===== config.mk =====
export PLATFORM = sky130hd
export DESIGN_NAME = cawd_counter_array_watchdog
export DESIGN_NICKNAME = d
export VERILOG_FILES = /design/src/hw/cawd_pkg.sv /design/src/hw/cawd_counter_array_watchdog.sv
export SDC_FILE = /design/constraint.sdc
export NUM_CORES = 1
export LEC_CHECK = 0
export CORE_MARGIN = 5
export CORE_UTILIZATION = 55
export DETAILED_ROUTE_END_ITERATION = 6
export DONT_BUFFER_PORTS = 1
export GPL_ROUTABILITY_DRIVEN = 0
export PLACE_DENSITY = 0.73
export SYNTH_ARGS = -nofsm -noshare
export SYNTH_HDL_FRONTEND = slang
export SYNTH_SLANG_ARGS = --single-unit

===== constraint.sdc =====
create_clock -name clock -period 3.72 [get_ports clock]
set_clock_uncertainty 0.05 [all_clocks]
set_input_delay 0.186 -clock clock [delete_from_list [all_inputs] [get_ports clock]]
set_output_delay 0.186 -clock clock [all_outputs]
set_load 0.005 [all_outputs]

===== src/hw/cawd_pkg.sv =====
// Constants shared by the counter array watchdog design
package cawd_pkg;

	// Register index on the plain register port
	localparam logic [3:0] OFF_CTRL   = 4'h0; // counter_ctrl_reg
	localparam logic [3:0] OFF_MODE   = 4'h1; // counter mode register
	localparam logic [3:0] OFF_LOW    = 4'h2; // counter_low_byte
	localparam logic [3:0] OFF_HIGH   = 4'h3; // counter_high_byte
	localparam logic [3:0] OFF_M2MODE = 4'h4; // module2_mode_reg
	localparam logic [3:0] OFF_OFFSET = 4'h5; // wdt_offset_reg
	localparam logic [3:0] OFF_CMPH   = 4'h6; // wdt_compare_high
	localparam logic [3:0] OFF_WDCTRL = 4'h7; // watchdog enable register

	// Field positions
	localparam int BIT_RUN       = 6; // counter_run in counter_ctrl_reg
	localparam int BIT_MATCH     = 2; // module2_match_flag in counter_ctrl_reg
	localparam int BIT_IDLE_HALT = 7; // counter_idle_halt in mode register
	localparam int SEL_LSB       = 1; // counter_clk_select low bit
	localparam int SEL_MSB       = 3; // counter_clk_select high bit
	localparam int BIT_ECOM      = 6; // comparator enable in module2 mode
	localparam int BIT_MAT       = 3; // match enable in module2 mode
	localparam int BIT_WD_EN     = 0; // watchdog enable

	// Reset values
	localparam logic [7:0] RST_REG   = 8'h00;
	localparam logic       RST_WD_EN = 1'b0;

	// Module2 mode forced while the watchdog runs: software timer
	localparam logic [7:0] M2_SW_TIMER = 8'h48;

	// Clock source prescalers, in system clocks
	localparam logic [3:0] DIV_SLOW = 4'hC; // clock / 12
	localparam logic [3:0] DIV_FAST = 4'h4; // clock / 4

	// Clock source codes of counter_clk_select
	localparam logic [2:0] SRC_DIV12 = 3'h0;
	localparam logic [2:0] SRC_DIV4  = 3'h1;
	localparam logic [2:0] SRC_EXT   = 3'h2;
	localparam logic [2:0] SRC_SYS   = 3'h4;

endpackage


===== src/hw/cawd_counter_array_watchdog.sv =====
// Counter array with watchdog on compare module 2
//
// Implementation choices: the address-and-strobe port and the register offsets.

// Register map on the plain port, one byte per index:
//   0 control: counter run in bit 6, module 2 match flag in bit 2
//   1 counter mode: idle halt in bit 7, clock source in bits 3 to 1
//   2 counter low byte, 3 counter high byte
//   4 module 2 mode, 5 watchdog offset, 6 watchdog compare high
//   7 watchdog enable in bit 0, writable at any time
// Read data stand for one cycle after the read strobe and are zero
// otherwise. Locked registers swallow writes without any error, so
// software that needs certainty reads back. The reset request is not
// looped back inside this block: the system reset logic must pull
// reset_n low, and that is what clears the watchdog.

module cawd_counter_array_watchdog (
	input  wire logic       clock,
	input  wire logic       reset_n,
	input  wire logic [3:0] addr,
	input  wire logic [7:0] wdata,
	input  wire logic       wr,
	input  wire logic       rd,
	output logic      [7:0] rdata,
	input  wire logic       cpu_idle,
	input  wire logic       ext_tick,
	output logic            wdt_reset
);

	// Register hit decode used for both write and read paths
	function automatic logic hit(input logic [3:0] a, input logic [3:0] off);
		hit = (a == off);
	endfunction

	logic [7:0] low;
	logic [7:0] high;
	logic [7:0] offset;
	logic [7:0] cmph;
	logic [7:0] m2_mode;
	logic       run;
	logic       match_flag;
	logic       idle_halt;
	logic [2:0] clk_sel;
	logic       wd_en;
	logic [3:0] div_cnt;

	// Write strobes per register
	wire wr_ctrl   = wr && hit(addr, cawd_pkg::OFF_CTRL);
	wire wr_mode   = wr && hit(addr, cawd_pkg::OFF_MODE);
	wire wr_low    = wr && hit(addr, cawd_pkg::OFF_LOW);
	wire wr_high   = wr && hit(addr, cawd_pkg::OFF_HIGH);
	wire wr_m2     = wr && hit(addr, cawd_pkg::OFF_M2MODE);
	wire wr_offset = wr && hit(addr, cawd_pkg::OFF_OFFSET);
	wire wr_cmph   = wr && hit(addr, cawd_pkg::OFF_CMPH);
	wire wr_wdctrl = wr && hit(addr, cawd_pkg::OFF_WDCTRL);

	// Prescaler enables; the slow period is a multiple of the fast one,
	// so one divider serves both sources and no second counter is needed
	wire tick_slow = (div_cnt == cawd_pkg::DIV_SLOW - 4'h1);
	wire tick_fast = ((div_cnt % cawd_pkg::DIV_FAST)
		== cawd_pkg::DIV_FAST - 4'h1);

	// Clock source selection; unlisted codes fall back to system clock
	wire src_tick =
		(clk_sel == cawd_pkg::SRC_DIV12) ? tick_slow :
		(clk_sel == cawd_pkg::SRC_DIV4)  ? tick_fast :
		(clk_sel == cawd_pkg::SRC_EXT)   ? ext_tick  : 1'b1;

	// Watchdog forces the run state; software bit is only stored
	wire run_eff = wd_en | run;
	wire halted  = idle_halt & cpu_idle;
	wire tick    = run_eff & ~halted & src_tick;

	// Module 2 reads as software timer while the watchdog owns it
	wire [7:0] m2_eff = wd_en ? cawd_pkg::M2_SW_TIMER : m2_mode;
	wire       m2_swt = m2_eff[cawd_pkg::BIT_ECOM] & m2_eff[cawd_pkg::BIT_MAT];

	// Overflow of the low byte is the watchdog's unit of time
	wire low_ovf   = tick & (low == 8'hFF);
	wire high_eq   = (high == cmph);
	wire time_out  = wd_en & low_ovf & high_eq;
	wire force_rst = wd_en & wr_ctrl & wdata[cawd_pkg::BIT_MATCH];
	// Guard keeps a second request from stretching the pulse
	wire next_wdt_reset = (time_out | force_rst) & ~wdt_reset;

	// Software timer match only counts while the watchdog is off
	wire match_set = ~wd_en & m2_swt & tick & ({high, low} == {cmph, offset});
	wire next_match = match_set
		| (wr_ctrl ? (wdata[cawd_pkg::BIT_MATCH] & ~wd_en) : match_flag);

	// Counter bytes; a dropped write still lets the tick through
	wire [7:0] next_low  = (wr_low & ~wd_en) ? wdata :
		(tick ? 8'(low + 8'h01) : low);
	wire [7:0] next_high = (wr_high & ~wd_en) ? wdata :
		(low_ovf ? 8'(high + 8'h01) : high);
	// Refresh loads a fresh deadline instead of the written value
	wire [7:0] next_cmph = ~wr_cmph ? cmph :
		(wd_en ? 8'(high + offset) : wdata);

	// Readback images; run shows the stored bit, not the forced state
	wire [7:0] ctrl_rd = {1'b0, run, 3'h0, match_flag, 2'h0};
	wire [7:0] mode_rd = {idle_halt, 3'h0, clk_sel, 1'b0};
	wire [7:0] next_rdata =
		hit(addr, cawd_pkg::OFF_CTRL)   ? ctrl_rd :
		hit(addr, cawd_pkg::OFF_MODE)   ? mode_rd :
		hit(addr, cawd_pkg::OFF_LOW)    ? low :
		hit(addr, cawd_pkg::OFF_HIGH)   ? high :
		hit(addr, cawd_pkg::OFF_M2MODE) ? m2_eff :
		hit(addr, cawd_pkg::OFF_OFFSET) ? offset :
		hit(addr, cawd_pkg::OFF_CMPH)   ? cmph :
		hit(addr, cawd_pkg::OFF_WDCTRL) ? {7'h00, wd_en} : 8'h00;

	// Prescaler; it runs while the counter is stopped too, spending a
	// little power so that starting the counter needs no resync
	always_ff @(posedge clock)
	begin
		if (!reset_n || tick_slow)
			div_cnt <= 4'h0;
		else
			div_cnt <= div_cnt + 4'h1;
	end

	// Counter and compare registers
	always_ff @(posedge clock)
	begin
		if (!reset_n)
		begin
			low    <= cawd_pkg::RST_REG;
			high   <= cawd_pkg::RST_REG;
			cmph   <= cawd_pkg::RST_REG;
			offset <= cawd_pkg::RST_REG;
		end
		else
		begin
			low    <= next_low;
			high   <= next_high;
			cmph   <= next_cmph;
			offset <= wr_offset ? wdata : offset;
		end
	end

	// Control bits; the locked ones only move while the watchdog is off
	always_ff @(posedge clock)
	begin
		if (!reset_n)
		begin
			run        <= 1'b0;
			match_flag <= 1'b0;
			idle_halt  <= 1'b0;
			clk_sel    <= cawd_pkg::SRC_DIV12;
			m2_mode    <= cawd_pkg::RST_REG;
			wd_en      <= cawd_pkg::RST_WD_EN;
		end
		else
		begin
			run        <= wr_ctrl ? wdata[cawd_pkg::BIT_RUN] : run;
			match_flag <= next_match;
			if (wr_mode && !wd_en)
			begin
				idle_halt <= wdata[cawd_pkg::BIT_IDLE_HALT];
				clk_sel   <= wdata[cawd_pkg::SEL_MSB:cawd_pkg::SEL_LSB];
			end
			if (wr_m2 && !wd_en)
				m2_mode <= wdata;
			if (wr_wdctrl)
				wd_en <= wdata[cawd_pkg::BIT_WD_EN];
		end
	end

	// Read data and the reset request, both registered outputs
	always_ff @(posedge clock)
	begin
		if (!reset_n)
		begin
			rdata     <= cawd_pkg::RST_REG;
			wdt_reset <= 1'b0;
		end
		else
		begin
			rdata     <= rd ? next_rdata : 8'h00;
			wdt_reset <= next_wdt_reset;
		end
	end
endmodule // cawd_counter_array_watchdog


==> results of run 1 <==
## cells in the mapped netlist, types with 5 or more instances
library cell / instances
xor2_1: 7
nand3_1: 14
a21oi_1: 26
ha_1: 10
a211oi_1: 13
xnor2_1: 21
mux2i_1: 27
o21a_1: 5
a22oi_1: 6
clkbuf_1: 18
o211ai_1: 6
nor2b_1: 6
nand2b_1: 5
nand4_1: 9
nand2_1: 18
nor3_1: 10
nand3b_1: 5
nor2_1: 44
inv_1: 13
dfxtp_1: 60
o21ai_0: 34
## repair_timing
| item | 4_1_cts | 5_1_grt |
|---|---|---|
| buffers inserted | 0 | 0 |
| endpoints found under the hold margin | 53 | 0 |
| setup endpoints to repair | 0 | 0 |
| hold buffers | 14 | 0 |
## layer usage
metal | vias to the layer above | global-route usage (%)
met5 | - | 0
met4 | 2 | 15.76
met3 | 38 | 6.667
met2 | 176 | 39.89
met1 | 1579 | 34.32
li1 | 1594 | -
## logic make-up (layout without fill, tap and decap cells)
| kind of cell | count (synthesis) | count (layout) | share of synthesized area [%] |
|---|---|---|---|
| adders and majority gates | 11 | 11 | 4.069 |
| other | 0 | 1 | 0 |
| muxes | 28 | 28 | 8.208 |
| AOI/OAI and AO/OA | 130 | 130 | 24.41 |
| and+or+nand+nor | 132 | 132 | 18.59 |
| buffers and inverters | 37 | 48 | 4.174 |
| DFF | 60 | 60 | 33.67 |
| xor gates and xnor gates | 28 | 28 | 6.875 |
## area by class of cell
type / instances / area [sq um]
Tap cell: 77 / 96.34
Clock buffer: 10 / 137.6
Inverter: 14 / 52.55
Fill cell: 567 / 2372
Antenna cell: 1 / 2.502
Sequential cell: 60 / 1201
Timing Repair Buffer: 18 / 170.2
Clock inverter: 6 / 63.81
Multi-Input combinational cell: 329 / 2217
## critical path, cell delays in order, from the launching register on
cell,delay [ns]
dfxtp_1,0.36
ha_1,0.25
nand3b_1,0.16
or3_1,0.49
a21o_1,0.23
or4_1,0.48
nor3b_1,0.15
## power groups by stage
stage	sequential, mW	clock (mW)	combinational (mW)
4_1_cts	0.671	0.601	0.116
3_5_place_dp	0.686	0	0.0890
6_report	0.672	0.597	0.118
5_1_grt	0.673	0.632	0.128
2_1_floorplan	0.679	0	0.0851
3_3_place_gp	0.685	0	0.0874
## worst max-delay path by stage
stage / from / end / slack (ns)
after global placement: div_cnt[0] / high[6] / 1.53
after detailed placement: div_cnt[0] / high[6] / 1.48
after global routing: div_cnt[0] / high[6] / 1.29
final: div_cnt[0] / high[6] / 1.44
after floorplan: div_cnt[0] / high[6] / 1.63
after CTS: div_cnt[0] / high[6] / 1.46
## registers in the layout, summed over array words and instances, names as in the netlist
name	count
div_cnt	4
low	8
idle_halt	1
match_flag	1
rdata	8
offset	8
m2_mode	8
wd_en	1
high	8
cmph	8
wdt_reset	1
run	1
clk_sel	3
==> run metrics, run 1 <==
Most used DFF post-synth dfxtp_1; Synth area leader dfxtp_1; relative slew slack approximately 31%; row cnt 29; Setup Slack @ Placement between 1 and 1.5 ns; crit path time final 2.278 ns; status finished, final reports clean; vias in the first global route 3141; Synth Warn # 0; combinational share of power around 8.5%; critical path class flop to flop; core area around 0.0063 sq mm; RSZ-0062 raised after global routing no; Sequential Power Share 48.4%; Initial Util approximately 57%; H-tree Lvls 3; Port Buffers 0; Mapped Cells around 430; drt total wl 10.94 mm; Final ANT Viol Nets 0; final worst slack approximately 1.4 ns; part of the power in the clock network a little over two fifths; Crit path required time about 3.9 ns; Met2 Routed Length just under 5 mm; cts repair resizes 0; dpl cells slightly below 500; R2R Setup Slk around 1.4 ns; hold_ws between 0.015 and 0.02 ns; synthesized area 0.003567 sq mm; placed cell areas between 0.003 and 0.004 sq mm; DRC 0; Max-Cap Viols 0; achievable frequency approximately 0.44 GHz; die width slightly above 90 um; final setup vio count 0; Reg-to-Reg Start div_cnt[0]; first-pass GRT wire length ~17 mm; TritonCTS Buffers 9; clk buf depth 2; synthesized area per cell 8.374 sq um; Avg WL per Cell 21.24 um; Die H ~91 um; max layer used met5; Sw Pwr between 0.3 and 0.4 mW; fin. max-slew vios 0; CTS Sinks 60; # nets final roughly 460; DP HPWL just over 7 mm; maximum number of pins on one net before global-route repair 31; fin util a little over three fifths; I/O pin cnt 27; DRT iter0 DRCs 389; Pleak roughly 1.5 nW; die area about 0.0082 sq mm; via count approximately 3400; Worst-Skew Late Latency between 0.3 and 0.4 ns; ys async rst share 0%; Fin Setup TNS 0 ns; Design Area, Final 0.003941 sq mm; post-synthesis sequential area ratio between 30% and 40%; largest cells by area after synthesis dfxtp_1 (34%), mux2i_1 (7.6%), xnor2_1 (5.2%), o21ai_0 (4.8%), nor2_1 (4.6%); Root Buffer clkbuf_8; initial antenna violation count 1; Tcrit/Tclk final between 60% and 70%; final non-filler cell total 515; worst hold-check path type input port to flop; Cell Pwr Density 351.8 mW/mm^2; share of layout cells above drive strength 1 6.865%; CTS clk-pin slew, worst paths 0.07 ns; Yosys cell types 60; CP arrival between 2 and 2.5 ns; commonest non-fill, non-tap cell in the layout dfxtp_1; end of the worst hold path high[0]; grt ovf 0; Global Route Usage Sum approximately a quarter; Synthesized Nets roughly 460; met3 WL roughly 1 mm; Worst Hold Depth 2; Post-synth EDFFs 0; CTS tree done; crit start category flop; Setup crit end kind flop; Sw Ratio ~26%; most frequent cells in the layout dfxtp_1 (60), nor2_1 (44), o21ai_0 (34); DR vias/cell 6.581; post-synth top area share 33.67%; Hold Path Origin wdata[0]; worst-path maximum fanout 8; R2R cell count 6; Yosys reg bits 60; drt first pass iters 5; Final Hold Fails 0; DRT met1 WL approximately 4.5 mm; area grow syn2layout 10.49%; worst r2r dst high[6]; Peak VDD IR between 0.3 and 0.4 mV; Least-Margin Pin Slew between 1 and 1.5 ns; Total Power 1.387 mW; Int Power about 1.0 mW
(Power assumes the default switching activity.)
==> inputs of run 2 (changes only) <==
- clock period: 3.72 -> 2.3 ns (I/O delays scaled with it)
==> run 2 against run 1 <==
Critical endpoint unchanged. Flip-flop and latch count is the same. Clock power is 54% higher. Sequential power increased by 61%. Worst setup slack worse by 1.3 ns. Critical path depth unchanged. Final cell count grew 2.9%. Global-route usage up 0.11 points. Register-to-register slack worse by 1.3 ns. First-iteration DRC count fell by 14%. Total power rose by 59%. Combinational power is 78% higher.
==> run metrics, run 2 (synthesis gave the netlist of run 1 again) <==
vias in the first global route 3210 (was 3141); share of layout cells above drive strength 1 9.713% (was 6.865%); Port Buffers 0 (unchanged); commonest non-fill, non-tap cell in the layout dfxtp_1 (unchanged); placed cell areas 0.003717 sq mm (was 0.003597 sq mm); DRC 0 (unchanged); R2R Setup Slk 0.14 ns (was 1.44 ns); grt ovf 0 (unchanged); Die H 90.54 um (unchanged); Avg WL per Cell 20.65 um (was 21.24 um); row cnt 29 (unchanged); clk buf depth 2 (unchanged); die area 0.008197 sq mm (unchanged); FF/Latch Area 0.001201 sq mm (unchanged); worst r2r dst high[6] (unchanged); Worst-Skew Late Latency 0.35 ns (about the same); Multi-input gate area 0.002225 sq mm (was 0.002217 sq mm); drt first pass iters 5 (unchanged); worst-path maximum fanout 5 (was 8); drt total wl 10.94 mm (about the same); Tcrit/Tclk final 93.70% (was 61.23%); Reg-to-Reg Start div_cnt[0] (unchanged); Global Route Usage Sum 26.75% (was 26.64%); Fin Setup TNS 0 ns (unchanged); crit path time final 2.155 ns (was 2.278 ns); Peak VDD IR 0.4720 mV (was 0.3925 mV); maximum number of pins on one net before global-route repair 27 (was 31); CTS Sinks 60 (unchanged); area grow syn2layout 13.89% (was 10.49%); first-pass GRT wire length 17.23 mm (was 17.18 mm); fin. max-slew vios 0 (unchanged); Root Buffer clkbuf_8 (unchanged); Least-Margin Pin Slew 0.8347 ns (was 1.034 ns); worst hold-check path type input port to flop (unchanged); crit start category flop (unchanged); critical path class flop to flop (unchanged); most frequent cells in the layout dfxtp_1 (60), nor2_1 (44), o21ai_0 (34) (unchanged); CTS tree done (unchanged); final setup vio count 0 (unchanged); Worst Setup SP div_cnt[0] (unchanged); R2R cell count 6 (unchanged); Initial Util 56.50% (unchanged); RSZ-0062 raised after global routing no (unchanged); DP HPWL 7.407 mm (was 7.113 mm); Final ANT Viol Nets 0 (unchanged); CTS clk-pin slew, worst paths 0.07 ns (about the same); # nets final 478 (was 461); status finished, final reports clean (unchanged); DRT iter0 DRCs 335 (was 389); Hold Path Origin addr[1] (was wdata[0]); Setup crit end kind flop (unchanged); Antenna diodes 0 (was 1); achievable frequency 0.4640 GHz (was 0.4390 GHz); CP arrival 2.34 ns (was 2.46 ns); Final Hold Fails 0 (unchanged); Max-Cap Viols 0 (unchanged); via count 3462 (was 3389); Crit path required time 2.48 ns (was 3.90 ns); DR vias/cell 6.532 (was 6.581); Pleak 1.558 nW (was 1.471 nW); TritonCTS Buffers 9 (unchanged); relative slew slack 44.17% (was 31.01%); H-tree Lvls 3 (unchanged); initial antenna violation count 0 (was 1); Cell Pwr Density 543.7 mW/mm^2 (was 351.8 mW/mm^2); fin util 64.35% (was 62.43%); I/O pin cnt 27 (unchanged); crit path to high[6] (unchanged); Design Area, Final 0.004063 sq mm (was 0.003941 sq mm); core area 0.006314 sq mm (unchanged); die width 90.54 um (unchanged); Filler Cells Inserted 519 (was 567)
-- run 2: cell types whose count changed in the layout (fill, tap and decap cells not counted), sizes merged --
cell / before / now
clkbuf: 10 / 14
dlygate4sd3: 14 / 15
bufinv: 1 / 0
diode: 1 / 0
buf: 4 / 20
clkinvlp: 2 / 0
clkinv: 4 / 2
-- run 2: power breakdown --
group	leakage [nW]	total (mW)	switching [mW]	internal, mW
registers	0.485	1.08	0.0222	1.06
clock network	0.0986	0.917	0.415	0.502
logic	0.974	0.210	0.123	0.0869
-- run 2: routing by layer --
metal / routed length [um] / track usage, % / vias up
met5: 0 / 0 / -
met4: 616 / 16.38 / 0
met3: 1149 / 9.167 / 43
met2: 4648 / 37.77 / 188
met1: 4530 / 34.69 / 1608
li1: - / - / 1623
-- run 2: what timing repair did --
item,4_1_cts,5_1_grt
hold buffers,15,0
resized for setup,0,1
hold endpoints to repair,56,0
setup endpoints to repair,0,1
buffers inserted,0,0
-- run 2: how the worst min path moves through the flow --
| stage | end | slack, ns | cells after the start |
|---|---|---|---|
| floorplan | wd_en | 0.20 | 2 |
| global placement | rdata[2] | 0.15 | 1 |
| detailed placement | rdata[2] | 0.15 | 1 |
| CTS | rdata[7] | 0.003 | 3 |
| global route | cmph[1] | 0.04 | 4 |
| finish | rdata[7] | 0.02 | 3 |
-- run 2: worst max-delay path, cell delays in order (launching register included) --
cell,delay [ns]
dfxtp_1,0.36
ha_1,0.25
nand3b_1,0.16
or3_1,0.37
a21o_1,0.20
or4_1,0.50
nor3b_1,0.15
-- run 2: stage by stage --
| stage | power, mW | hold WS, ns | cells | setup slack, ns |
|---|---|---|---|---|
| 3_5_place_dp | 1.262 | 0.1518 | 500 | 0.1210 |
| 3_3_place_gp | 1.258 | 0.1497 | 500 | 0.2053 |
| 2_1_floorplan | 1.236 | 0.2010 | 426 | 0.2070 |
| 5_1_grt | 2.282 | 0.03646 | 530 | 0.03772 |
| 4_1_cts | 2.208 | 0.003329 | 530 | 0.09525 |
| 6_report | 2.209 | 0.01530 | 530 | 0.1449 |
-- run 2: final cells by class --
| type | count | share of cell area (%) |
|---|---|---|
| Clock buffer | 14 | 4.496 |
| Tap cell | 77 | 2.371 |
| Multi-Input combinational cell | 329 | 54.76 |
| Clock inverter | 1 | 0.1232 |
| Inverter | 14 | 1.294 |
| Sequential cell | 60 | 29.57 |
| Timing Repair Buffer | 35 | 7.391 |
